File: src/hdl/acg_pkg.sv
/*
  acg_pkg: register map, field positions, reset values and oscillator codes
  for the auxiliary and reference clock generator.
  Assumes a single 50 MHz system clock and a plain strobe register port.
*/
`default_nettype none
package acg_pkg;
  localparam int          ADDR_W          = 4;
  localparam int          DATA_W          = 16;
  localparam int          PER_W           = 16;
  localparam int          DIV_W           = 8;

  localparam logic [3:0]  OSC_CTRL_ADDR   = 4'h0;
  localparam logic [3:0]  AUX_CTRL_ADDR   = 4'h1;
  localparam logic [3:0]  REF_CTRL_ADDR   = 4'h2;

  localparam int          OSC_CUR_LSB     = 12;
  localparam int          OSC_NEW_LSB     = 8;
  localparam int          OSC_LOCK_BIT    = 7;
  localparam int          OSC_FAIL_BIT    = 3;
  localparam int          OSC_SWREQ_BIT   = 0;

  localparam int          AUX_EN_BIT      = 15;
  localparam int          AUX_LOCKED_BIT  = 14;
  localparam int          AUX_SRC_BIT     = 0;

  localparam int          REF_EN_BIT      = 15;
  localparam int          REF_SRC_BIT     = 14;
  localparam int          REF_DIV_LSB     = 0;

  localparam logic [2:0]  SEL_FRC         = 3'h0;
  localparam logic [2:0]  SEL_FRC_PLL     = 3'h1;
  localparam logic [2:0]  SEL_PRI         = 3'h2;
  localparam logic [2:0]  SEL_PRI_PLL     = 3'h3;
  localparam logic [2:0]  SEL_RESERVED    = 3'h4;
  localparam logic [2:0]  SEL_LOW_POWER_RC_OSC        = 3'h5;
  localparam logic [2:0]  SEL_FRC_DIV16   = 3'h6;
  localparam logic [2:0]  SEL_FRC_DIVN    = 3'h7;
  localparam logic [2:0]  OSC_SEL_RESET   = 3'h7;

  localparam logic [PER_W:0] AUX_MULT     = 17'h00010;
  localparam logic [PER_W-1:0] PER_MIN    = 16'h0010;
  localparam logic [DIV_W-1:0] REF_DIV_RESET = 8'h00;

  typedef enum logic [1:0] {
    ACG_UNLOCKED = 2'b01,
    ACG_LOCKED   = 2'b10
  } acg_pll_st_t;
endpackage
`default_nettype wire

File: src/hdl/acg_ref_div.sv
/*
  acg_ref_div: programmable divider for the reference clock pin.
  Assumes source events are one-cycle pulses in the clk_sys domain.
*/
`timescale 1ns/10ps
`default_nettype none
module acg_ref_div (
  input  wire logic                      clk_sys,
  input  wire logic                      resetn,
  input  wire logic                      enable,
  input  wire logic                      src_crystal,
  input  wire logic                      crystal_rise,
  input  wire logic [acg_pkg::DIV_W-1:0] div_ratio,
  output var  logic                      ref_out
);
  logic [acg_pkg::DIV_W-1:0] cnt;
  logic [acg_pkg::DIV_W-1:0] next_cnt;
  logic                      next_ref_out;
  logic                      src_event;

  // the system clock source counts every cycle, so the pin shows clk_sys / (2*(ratio+1))
  assign src_event = src_crystal ? crystal_rise : 1'b1;

  always_comb begin
    next_cnt     = cnt;
    next_ref_out = ref_out;
    if (!enable) begin
      next_cnt     = '0;
      next_ref_out = 1'b0;
    end else if (src_event) begin
      if (cnt >= div_ratio) begin
        next_cnt     = '0;
        next_ref_out = ~ref_out;
      end else begin
        next_cnt = cnt + 8'h01;
      end
    end
  end

  always_ff @(posedge clk_sys or negedge resetn) begin
    if (!resetn) begin
      cnt     <= '0;
      ref_out <= 1'b0;
    end else begin
      cnt     <= next_cnt;
      ref_out <= next_ref_out;
    end
  end
endmodule // acg_ref_div
`default_nettype wire

File: src/hdl/acg_clkgen.sv
/*
  acg_clkgen: auxiliary clock generator with fixed x16 digital PLL model,
  oscillator control register and reference clock pin output.
  Assumes oscillator inputs are already synchronous to clk_sys and that the
  register master issues single-cycle read or write strobes.
*/
`timescale 1ns/10ps
`default_nettype none
module acg_clkgen (
  input  wire logic                       clk_sys,
  input  wire logic                       resetn,
  input  wire logic [acg_pkg::ADDR_W-1:0] reg_addr,
  input  wire logic [acg_pkg::DATA_W-1:0] reg_wdata,
  input  wire logic                       reg_wr,
  input  wire logic                       reg_rd,
  output var  logic [acg_pkg::DATA_W-1:0] reg_rdata,
  input  wire logic                       crystal_in,
  input  wire logic                       frc_in,
  output var  logic                       aux_clk_tick,
  output var  logic                       aux_locked,
  output var  logic                       refclk_out,
  output var  logic                       refclk_oe,
  output var  logic [2:0]                 current_osc_select
);
  // register state
  logic [2:0]                    new_osc_select;
  logic                          clock_source_lock;
  logic                          osc_switch_request;
  logic                          aux_en;
  logic                          aux_src_frc;
  logic                          ref_en;
  logic                          ref_src_crystal;
  logic [acg_pkg::DIV_W-1:0]     ref_div;
  logic [2:0]                    next_new_osc_select;
  logic [2:0]                    next_current_osc_select;
  logic                          next_clock_source_lock;
  logic                          next_osc_switch_request;
  logic                          next_aux_en;
  logic                          next_aux_src_frc;
  logic                          next_ref_en;
  logic                          next_ref_src_crystal;
  logic [acg_pkg::DIV_W-1:0]     next_ref_div;
  logic [acg_pkg::DATA_W-1:0]    next_reg_rdata;
  logic                          next_refclk_oe;

  // aux pll state
  logic                          crystal_q;
  logic                          frc_q;
  logic [acg_pkg::PER_W-1:0]     per_cnt;
  logic [acg_pkg::PER_W-1:0]     period;
  logic [acg_pkg::PER_W:0]       acc;
  acg_pkg::acg_pll_st_t          pll_st;
  logic [acg_pkg::PER_W-1:0]     next_per_cnt;
  logic [acg_pkg::PER_W-1:0]     next_period;
  logic [acg_pkg::PER_W:0]       next_acc;
  acg_pkg::acg_pll_st_t          next_pll_st;
  logic                          next_aux_clk_tick;
  logic                          next_aux_locked;

  logic                          crystal_rise;
  logic                          frc_rise;
  logic                          sel_rise;
  logic                          src_change;
  logic [acg_pkg::PER_W-1:0]     cnt_inc;
  logic [acg_pkg::PER_W:0]       acc_sum;
  logic                          wr_osc;
  logic                          wr_aux;
  logic                          wr_ref;

  function automatic logic hit(input logic [acg_pkg::ADDR_W-1:0] a, input logic [acg_pkg::ADDR_W-1:0] b);
    hit = (a == b);
  endfunction

  assign wr_osc       = reg_wr && hit(reg_addr, acg_pkg::OSC_CTRL_ADDR);
  assign wr_aux       = reg_wr && hit(reg_addr, acg_pkg::AUX_CTRL_ADDR);
  assign wr_ref       = reg_wr && hit(reg_addr, acg_pkg::REF_CTRL_ADDR);
  assign crystal_rise = crystal_in && !crystal_q;
  assign frc_rise     = frc_in && !frc_q;
  assign sel_rise     = aux_src_frc ? frc_rise : crystal_rise;
  assign src_change   = wr_aux && (reg_wdata[acg_pkg::AUX_SRC_BIT] != aux_src_frc);
  // saturate so a stopped oscillator cannot wrap back into a false period
  assign cnt_inc      = (&per_cnt) ? per_cnt : per_cnt + 16'h0001;
  assign acc_sum      = acc + acg_pkg::AUX_MULT;

  // register file
  always_comb begin
    next_new_osc_select     = new_osc_select;
    next_current_osc_select = current_osc_select;
    next_clock_source_lock  = clock_source_lock;
    next_osc_switch_request = osc_switch_request;
    next_aux_en             = aux_en;
    next_aux_src_frc        = aux_src_frc;
    next_ref_en             = ref_en;
    next_ref_src_crystal    = ref_src_crystal;
    next_ref_div            = ref_div;
    next_reg_rdata          = '0;
    // a pending request completes one cycle after it was raised; reserved code is refused
    if (osc_switch_request) begin
      next_osc_switch_request = 1'b0;
      if (new_osc_select != acg_pkg::SEL_RESERVED) begin
        next_current_osc_select = new_osc_select;
      end
    end
    if (wr_osc && !clock_source_lock) begin
      next_new_osc_select = reg_wdata[acg_pkg::OSC_NEW_LSB +: 3];
      if (reg_wdata[acg_pkg::OSC_SWREQ_BIT]) begin
        next_osc_switch_request = 1'b1;
      end
    end
    // lock is sticky until reset so a runaway write cannot move the clock
    if (wr_osc && reg_wdata[acg_pkg::OSC_LOCK_BIT]) begin
      next_clock_source_lock = 1'b1;
    end
    if (wr_aux) begin
      next_aux_en      = reg_wdata[acg_pkg::AUX_EN_BIT];
      next_aux_src_frc = reg_wdata[acg_pkg::AUX_SRC_BIT];
    end
    if (wr_ref) begin
      next_ref_en          = reg_wdata[acg_pkg::REF_EN_BIT];
      next_ref_src_crystal = reg_wdata[acg_pkg::REF_SRC_BIT];
      next_ref_div         = reg_wdata[acg_pkg::REF_DIV_LSB +: acg_pkg::DIV_W];
    end
    if (reg_rd) begin
      case (reg_addr)
        acg_pkg::OSC_CTRL_ADDR: begin
          next_reg_rdata[acg_pkg::OSC_CUR_LSB +: 3] = current_osc_select;
          next_reg_rdata[acg_pkg::OSC_NEW_LSB +: 3] = new_osc_select;
          next_reg_rdata[acg_pkg::OSC_LOCK_BIT]     = clock_source_lock;
          next_reg_rdata[acg_pkg::OSC_FAIL_BIT]     = 1'b0;
          next_reg_rdata[acg_pkg::OSC_SWREQ_BIT]    = osc_switch_request;
        end
        acg_pkg::AUX_CTRL_ADDR: begin
          next_reg_rdata[acg_pkg::AUX_EN_BIT]     = aux_en;
          next_reg_rdata[acg_pkg::AUX_LOCKED_BIT] = aux_locked;
          next_reg_rdata[acg_pkg::AUX_SRC_BIT]    = aux_src_frc;
        end
        acg_pkg::REF_CTRL_ADDR: begin
          next_reg_rdata[acg_pkg::REF_EN_BIT]                     = ref_en;
          next_reg_rdata[acg_pkg::REF_SRC_BIT]                    = ref_src_crystal;
          next_reg_rdata[acg_pkg::REF_DIV_LSB +: acg_pkg::DIV_W] = ref_div;
        end
        default: begin
          next_reg_rdata = '0;
        end
      endcase
    end
    next_refclk_oe = next_ref_en;
  end

  always_ff @(posedge clk_sys or negedge resetn) begin
    if (!resetn) begin
      new_osc_select     <= acg_pkg::OSC_SEL_RESET;
      current_osc_select <= acg_pkg::OSC_SEL_RESET;
      clock_source_lock  <= 1'b0;
      osc_switch_request <= 1'b0;
      aux_en             <= 1'b0;
      aux_src_frc        <= 1'b0;
      ref_en             <= 1'b0;
      ref_src_crystal    <= 1'b0;
      ref_div            <= acg_pkg::REF_DIV_RESET;
      reg_rdata          <= '0;
      refclk_oe          <= 1'b0;
    end else begin
      new_osc_select     <= next_new_osc_select;
      current_osc_select <= next_current_osc_select;
      clock_source_lock  <= next_clock_source_lock;
      osc_switch_request <= next_osc_switch_request;
      aux_en             <= next_aux_en;
      aux_src_frc        <= next_aux_src_frc;
      ref_en             <= next_ref_en;
      ref_src_crystal    <= next_ref_src_crystal;
      ref_div            <= next_ref_div;
      reg_rdata          <= next_reg_rdata;
      refclk_oe          <= next_refclk_oe;
    end
  end

  // aux pll: measures the input period in clk_sys cycles and emits sixteen ticks per period;
  // limitation: the tick rate cannot exceed clk_sys, so inputs faster than clk_sys/16 never lock
  always_comb begin
    next_per_cnt      = sel_rise ? '0 : cnt_inc;
    next_period       = sel_rise ? cnt_inc : period;
    next_acc          = '0;
    next_pll_st       = pll_st;
    next_aux_clk_tick = 1'b0;
    case (pll_st)
      acg_pkg::ACG_UNLOCKED: begin
        if (aux_en && !src_change && sel_rise && (cnt_inc == period) && (period >= acg_pkg::PER_MIN)) begin
          next_pll_st = acg_pkg::ACG_LOCKED;
        end
      end
      acg_pkg::ACG_LOCKED: begin
        // driven only by the input period, never by the system clock rate
        if (acc_sum >= {1'b0, period}) begin
          next_aux_clk_tick = 1'b1;
          next_acc          = acc_sum - {1'b0, period};
        end else begin
          next_acc = acc_sum;
        end
        if (!aux_en || src_change || (sel_rise && (cnt_inc != period)) || (&per_cnt)) begin
          next_pll_st       = acg_pkg::ACG_UNLOCKED;
          next_acc          = '0;
        end
      end
      default: begin
        next_pll_st = acg_pkg::ACG_UNLOCKED;
      end
    endcase
    if (src_change) begin
      next_per_cnt = '0;
      next_period  = '0;
    end
    next_aux_locked = (next_pll_st == acg_pkg::ACG_LOCKED);
  end

  always_ff @(posedge clk_sys or negedge resetn) begin
    if (!resetn) begin
      crystal_q    <= 1'b0;
      frc_q        <= 1'b0;
      per_cnt      <= '0;
      period       <= '0;
      acc          <= '0;
      pll_st       <= acg_pkg::ACG_UNLOCKED;
      aux_clk_tick <= 1'b0;
      aux_locked   <= 1'b0;
    end else begin
      crystal_q    <= crystal_in;
      frc_q        <= frc_in;
      per_cnt      <= next_per_cnt;
      period       <= next_period;
      acc          <= next_acc;
      pll_st       <= next_pll_st;
      aux_clk_tick <= next_aux_clk_tick;
      aux_locked   <= next_aux_locked;
    end
  end

  acg_ref_div u_ref_div (
    .clk_sys      (clk_sys),
    .resetn       (resetn),
    .enable       (ref_en),
    .src_crystal  (ref_src_crystal),
    .crystal_rise (crystal_rise),
    .div_ratio    (ref_div),
    .ref_out      (refclk_out)
  );
endmodule // acg_clkgen
`default_nettype wire

File: config.mk
export PLATFORM = sky130hd
export DESIGN_NAME = acg_clkgen
export DESIGN_NICKNAME = d
export VERILOG_FILES = /design/src/hdl/acg_pkg.sv /design/src/hdl/acg_ref_div.sv /design/src/hdl/acg_clkgen.sv
export SDC_FILE = /design/constraint.sdc
export NUM_CORES = 1
export LEC_CHECK = 0
export BUFFER_PORTS_ARGS = -buffer_cell sky130_fd_sc_hd__clkbuf_2
export CAP_MARGIN = 20
export CORE_MARGIN = 1
export CORE_UTILIZATION = 55
export CTS_CLUSTER_DIAMETER = 60
export DETAILED_ROUTE_END_ITERATION = 7
export PLACE_DENSITY = 0.77
export SLEW_MARGIN = 10
export SYNTH_ARGS = -nofsm -noshare
export SYNTH_HDL_FRONTEND = slang
export SYNTH_SLANG_ARGS = --single-unit
File: constraint.sdc
create_clock -name clk_sys -period 3 [get_ports clk_sys]
set_input_delay 0 -clock clk_sys [delete_from_list [all_inputs] [get_ports clk_sys]]
set_output_delay 0 -clock clk_sys [all_outputs]
set_load 0.03 [all_outputs]
# ---- Word level (Yosys, flattened, before mapping)
# Cells that the tools add are included.
dict set report op_classes {
  n_addsub 4
  magnitude_cmp 3
  n_bitwise 1
  mux 33
  n_eq_ne 11
  reduce_logical 26
}
# op n
set ops {}
lappend ops {{2-to-1 mux 16 bit} 6}
lappend ops {{2-to-1 mux 17 bit} 3}
lappend ops {{2-to-1 mux 8 bit} 3}
lappend ops {{adder 17 x 5 -> 17 bit (second input constant)} 1}
lappend ops {{>= comparator 17 x 16 -> 1 bit} 1}
lappend ops {{subtractor 17 x 16 -> 17 bit} 1}
lappend ops {{adder 16 x 1 -> 16 bit (second input constant)} 1}
lappend ops {{equality test 16 bit} 1}
lappend ops {{>= comparator 16 x 5 -> 1 bit (second input constant)} 1}
lappend ops {{inequality test 16 bit} 1}
lappend ops {{AND reduction 16 bit} 1}
lappend ops {{logical AND 1 bit} 13}
lappend ops {{2-to-1 mux 1 bit} 10}
lappend ops {{adder 8 x 1 -> 8 bit (second input constant)} 1}
lappend ops {{>= comparator 8 bit} 1}
lappend ops {{2-to-1 mux 2 bit} 4}
lappend ops {{2-to-1 mux 3 bit} 2}
lappend ops {{case mux 1 bit (3 select lines)} 2}
lappend ops {{logical NOT 1 bit} 5}
lappend ops {{equality test 2 bit (second input constant)} 2}
lappend ops {{equality test 4 x 1 -> 1 bit (second input constant)} 1}
lappend ops {{equality test 4 x 2 -> 1 bit (second input constant)} 1}
lappend ops {{logical NOT 4 bit} 1}
lappend ops {{inequality test 2 x 1 -> 1 bit (second input constant)} 2}
lappend ops {{9 further kinds} 13}
dict set report word_totals {
  regBits 100
  wordCells 98
}

# ---- Logic depth before layout (Yosys ltp)
dict set report logic_depth {
  depth_word 11
  mapped_depth 16
  ltp_nobuf 13
}

# ---- Cells and area by module
# From an unflattened synthesis, not the netlist that was laid out.
dict set report unflattened {
  cells_unflattened 632
  hier_area_um2 5983.2
}
# module area_each_um2 seq_area_each_um2 instances cells_per_inst
set modules_own_cells {}
lappend modules_own_cells {acg_clkgen 5247.5 2260.9 1 559}
lappend modules_own_cells {acg_ref_div 735.7 225.2 1 73}

# ---- Least setup slack after synthesis
# OpenSTA, ideal clock, no wires.
dict set report synth_timing {
  path_kind {register to register}
  start {register acc[4] in the netlist's numbering}
  end {register acc[10] in the netlist's numbering}
  period_less_slack_ns 3.231
  path_stages_with_launch 17
  setup_slack_ns -0.231
  t_required_ns 2.919
  setup_time_ns 0.081
  t_arrival_ns 3.151
  path_buffers 3
  path_cell_list {dfrtp_1 ha_1 and3_1 nand3_1 xnor2_1 ha_1 clkbuf_1 and4_1 nand4_1 nor2_1 or3_1 a21oi_1 a21oi_1 buf_1 clkbuf_1 o21ai_0 a21oi_1}
}
dict set report synth_between {
  elab_chain_cells 5
}
# item line_no
set synth_rtl {}
lappend synth_rtl {{start, declared} acg_clkgen.sv:51} ;# logic [acg_pkg::PER_W:0] acc;
lappend synth_rtl {{start signal, assigned} acg_clkgen.sv:231} ;# acc <= next_acc;
lappend synth_rtl {{adder 17 x 5 -> 17 bit (*)} acg_clkgen.sv:83} ;# assign acc_sum = acc + acg_pkg::AUX_MULT;
lappend synth_rtl {{subtractor 17 x 16 -> 17 bit or >= comparator 17 x 16 -> 1 bit (tied branches)} {acg_clkgen.sv:196, acg_clkgen.sv:194}}
lappend synth_rtl {{2-to-1 mux 17 bit (*)} acg_clkgen.sv:194} ;# if (acc_sum >= {1'b0, period}) begin
lappend synth_rtl {{2-to-1 mux 17 bit (*)} acg_clkgen.sv:200} ;# if (!aux_en || src_change || (sel_rise && (cnt_inc != period)) || (&per_cnt)) begin
lappend synth_rtl {{2-to-1 mux 17 bit (*)} acg_clkgen.sv:186} ;# case (pll_st)
lappend synth_rtl {{named net next_acc, one bit} acg_clkgen.sv:55} ;# logic [acg_pkg::PER_W:0] next_acc;
# Mark *: on every way through the listed nets, which the timed path passes. The rest lies on a longest branch.
# A chain may end at the register's enable or synchronous reset.

# ---- Worst setup path in the final report
dict set report layout_timing {
  start {register per_cnt[14] in the netlist's numbering}
  end {register acc[15] in the netlist's numbering}
}
dict set report layout_between {
  elab_chain_cells 8
}
# item line_no
set layout_rtl {}
lappend layout_rtl {{start, declared} acg_clkgen.sv:49} ;# logic [acg_pkg::PER_W-1:0] per_cnt;
lappend layout_rtl {{start signal, assigned} acg_clkgen.sv:229} ;# per_cnt <= next_per_cnt;
lappend layout_rtl {{adder 16 x 1 -> 16 bit or AND reduction 16 bit (tied branches)} {acg_clkgen.sv:82, acg_clkgen.sv:200}}
lappend layout_rtl {{2-to-1 mux 16 bit} acg_clkgen.sv:82} ;# assign cnt_inc = (&per_cnt) ? per_cnt : per_cnt + 16'h0001;
lappend layout_rtl {{inequality test 16 bit} acg_clkgen.sv:200}
lappend layout_rtl {{logical AND 1 bit} acg_clkgen.sv:200}
lappend layout_rtl {{logical OR 1 bit} acg_clkgen.sv:200}
lappend layout_rtl {{logical OR 1 bit (*)} acg_clkgen.sv:200}
lappend layout_rtl {{2-to-1 mux 17 bit (*)} acg_clkgen.sv:200}
lappend layout_rtl {{2-to-1 mux 17 bit (*)} acg_clkgen.sv:186}
lappend layout_rtl {{named net next_acc, one bit} acg_clkgen.sv:55}
# Marks and branches as above.

==> flow_summary.json <==
{
  "internal_power_mw": 2.72,
  "synthTopCellsByArea": "dfrtp_1 37%, ha_1 5.9%, nor2_1 4.9%",
  "tightest_slew_ns": 0.559,
  "combPwrFrac_pct": 38.7,
  "ys_ff_latch": 99,
  "synth_flop_cell": "dfrtp_1",
  "drtPass1Iterations": 5,
  "dieArea_mm2": 0.0117,
  "cp_num_buf_inv": 3,
  "stdcell_count": 949,
  "maxSlewHeadroom_pct": 62.4,
  "grt_max_degree": 85,
  "setup_violations": 0,
  "synthAdderAreaFrac_pct": 6.18,
  "min_period_ns": 2.98,
  "clock_sinks": 99,
  "cp_slowest_cell": "dfrtp_1",
  "yosys.cell_types.count": 70,
  "r2r_slack_ns": 0.02,
  "hold-path-endpoint": "clock_source_lock",
  "diodes": 0,
  "drv_cap": 0,
  "path_cells": "nand3_1 > buf_4 > nor3_1 > mux2i_1 > and4b_1 > o2111ai_2 > nor4_4 > buf_4 > o2111ai_4 > buf_12 > nor3_2",
  "cpLargestDelayFamily": "simple AND/OR/NAND/NOR gates",
  "core_mm2": 0.0109,
  "p_seq_share_pct": 39.3,
  "clkPwrFrac_pct": 21.9,
  "vdd_ir_drop_max_v": 0.000484,
  "cts_tree": "yes",
  "grt-ovfl-total": 0,
  "hold_viol_final": 0,
  "finalPower_mw": 4.38,
  "dr_total_vias": 5800,
  "nNetsFinal": 860,
  "synth-async-reset-ratio_pct": 100,
  "drc": 0,
  "ys_seq_area_share_pct": 40.1,
  "synth_commonest_cells": "92 x dfrtp_1, 81 x nor2_1, 39 x inv_1",
  "grt_usage_pct": 30.5,
  "slew_viol_final": 0,
  "status": "completed",
  "arrival_ns": 3.30,
  "min_path_type": "primary input to flip-flop",
  "r2r-start": "per_cnt[14]",
  "synth_edf_count": 0,
  "clk_latency_ns": 0.39,
  "slowest_delay_ns": 0.49,
  "drtIter0Drc": 371,
  "ys_warn_count": 0,
  "critPathRequiredTime_ns": 3.32,
  "synth_fp_nets": 731,
  "finalSetupTns_ns": 0,
  "critPathMaxFanout": 5,
  "hold_path_startpoint": "reg_addr[3]",
  "port_buffers": 44,
  "hold_depth": 3,
  "yosys.area.top_type": "dfrtp_1",
  "rsz0062_at_grt": "yes",
  "ios": 49,
  "worstRegToRegCells": 11,
  "grt_pass1_vias": 5813,
  "start_util_pct": 56.9,
  "path_class": "flip-flop to flip-flop",
  "ant_nets": 0,
  "clk_pin_slew_ns": 0.10,
  "dp_cells": 888,
  "grt_pass1_wl_mm": 27.3,
  "period_share_pct": 99.4,
  "avgSynthCellArea_um2": 9.18,
  "end_kind": "flip-flop",
  "cts_buffers": 9,
  "place_congestion": 0.937,
  "synthCells": 675,
  "drive_gt1_share_pct": 30.0,
  "rr_endpoint": "acc[15]",
  "synth_compound_area_share_pct": 16.4,
  "antenna_found_initial": 0,
  "wl_mm": 17.7,
  "syn-cell-area_mm2": 0.00620,
  "die_y_um": 108,
  "chipWidth_um": 108,
  "switchingPower_mw": 1.66,
  "fmax_ghz": 0.335,
  "synth_top_family_by_area": "simple AND/OR/NAND/NOR gates",
  "clock_path_buffers": 2,
  "synthXorXnorAreaFrac_pct": 5.23,
  "viasPerCell": 6.11,
  "post_drt_wl_per_cell_um": 18.7,
  "synthSimpleGateAreaFrac_pct": 21.9,
  "fill_cells": 728,
  "cts-root-buf": "clkbuf_8",
  "p_sw_share_pct": 37.9,
  "htreeDepth": 3,
  "place_ws_ns": -0.180,
  "p_leak_nw": 3.71,
  "fin_worst_skew_ns": 0.0103,
  "num_rows": 38,
  "areaGrowthSynthToFinish_pct": 30.1,
  "setup_ws_ns": 0.0176,
  "worstSetupStartpointType": "flip-flop",
  "synth_top_area_share_pct": 37.1,
  "yosys.cell_count.top_type": "dfrtp_1",
  "cp_common_cell": "buf_4",
  "power.density_mw_per_mm2": 543,
  "synthMuxAreaShare_pct": 5.83,
  "place_hpwl_mm": 11.6
}
## final cells by class
| type | count | area [um^2] | area share, % |
|---|---|---|---|
| clock buffer | 10 | 138 | 1.71 |
| tap | 140 | 175 | 2.17 |
| inverter | 40 | 150 | 1.86 |
| timing repair buffer | 143 | 1140 | 14.2 |
| multi-input combinational | 511 | 3890 | 48.2 |
| sequential | 99 | 2490 | 30.9 |
| clock inverter | 6 | 81.3 | 1.01 |
## state kept, by name (all words and copies together) (netlist names), 2 cells and up
signal / flops
new_osc_select: 3
pll_st: 2
reg_rdata: 15
period: 16
ref_div: 8
per_cnt: 16
acc: 17
u_ref_div.cnt: 8
current_osc_select: 3
## layer usage
metal  track usage, %  share of wire, %  wire (um)
met1             35.7                40       7170
met2             53.1                50       8930
met3             6.93               5.3        945
met4             13.6               3.8        680
met5                0                 0          0
## power by group through the flow
stage / sequential, mW / clock [mW] / combinational [mW]
6_report: 1.72 / 0.960 / 1.69
5_1_grt: 1.75 / 1.02 / 1.86
3_5_place_dp: 1.73 / 0 / 1.46
4_1_cts: 1.70 / 0.979 / 1.52
2_1_floorplan: 1.72 / 0 / 0.989
3_3_place_gp: 1.72 / 0 / 1.40
## logic make-up (layout without fill, tap and decap cells)
group                      after synthesis  in the layout
and+or+nand+nor                        259            259
AOI/OAI and AO/OA                      150            150
DFF                                     99             99
buffers and inverters                   65            199
xor gates and xnor gates                37             37
muxes                                   34             34
adders and majority gates               30             30
other                                    1              1
## through the flow
step / hold slack, ns / area, um^2 / util (%)
after floorplan: -0.296 / 6220 / -
after global placement: 0.126 / 6920 / 63.6
after global routing: 0.0431 / 8070 / 74.1
after CTS: 0.0134 / 7440 / 68.4
final: 0.0365 / 8070 / 74.1
after detailed placement: 0.129 / 6920 / 63.6
## cells in the final DEF, fill, tap and decap left out, types with 4 or more instances in the layout
cell type and n:
xor2_1 10, a21oi_2 8, ha_4 4, mux2i_1 15, clkbuf_2 44, inv_1 37
o21ai_1 6, a21oi_1 27, dfrtp_1 90, buf_6 5, xnor2_2 6, nand2b_1 7
nor2b_1 10, o21ai_0 25, nand3_1 28, dlygate4sd3_1 21, and3_1 11, nor3_1 23
buf_4 66, and2_1 6, nand4_1 6, a22o_1 6, and3_4 4, dfstp_2 7
or2_2 4, nor2_1 80, mux2_2 17, a211oi_1 12, nand2_1 35, xnor2_1 19
nor4_1 7, clkbuf_8 10, nor4_4 4, ha_1 23, a211oi_2 4, a21o_1 11
## worst max-delay path by stage
stage | from | endpoint | slack, ns | depth (start not counted)
2_1_floorplan | acc[4] | acc[0] | 0.02 | 15
3_3_place_gp | per_cnt[0] | aux_locked | -0.05 | 11
3_5_place_dp | acc[4] | acc[15] | -0.18 | 12
4_1_cts | acc[4] | acc[4] | -0.01 | 13
5_1_grt | per_cnt[14] | acc[15] | -0.15 | 11
6_report | per_cnt[14] | acc[15] | 0.02 | 11
## worst min-delay path, stage by stage
cell and delay [ns]:
clkbuf_2 0.09, nor3_1 0.07, a41o_1 0.24
## timing repair
item / CTS / global route
gates cloned: 0 / 4
hold endpoints to repair: 99 / 0
pin swaps: 4 / 26
hold buffers: 21 / 0
setup endpoints to repair: 19 / 21
gates resized for setup: 15 / 83
setup buffers: 3 / 16
Power figures use the tool's default switching activity.
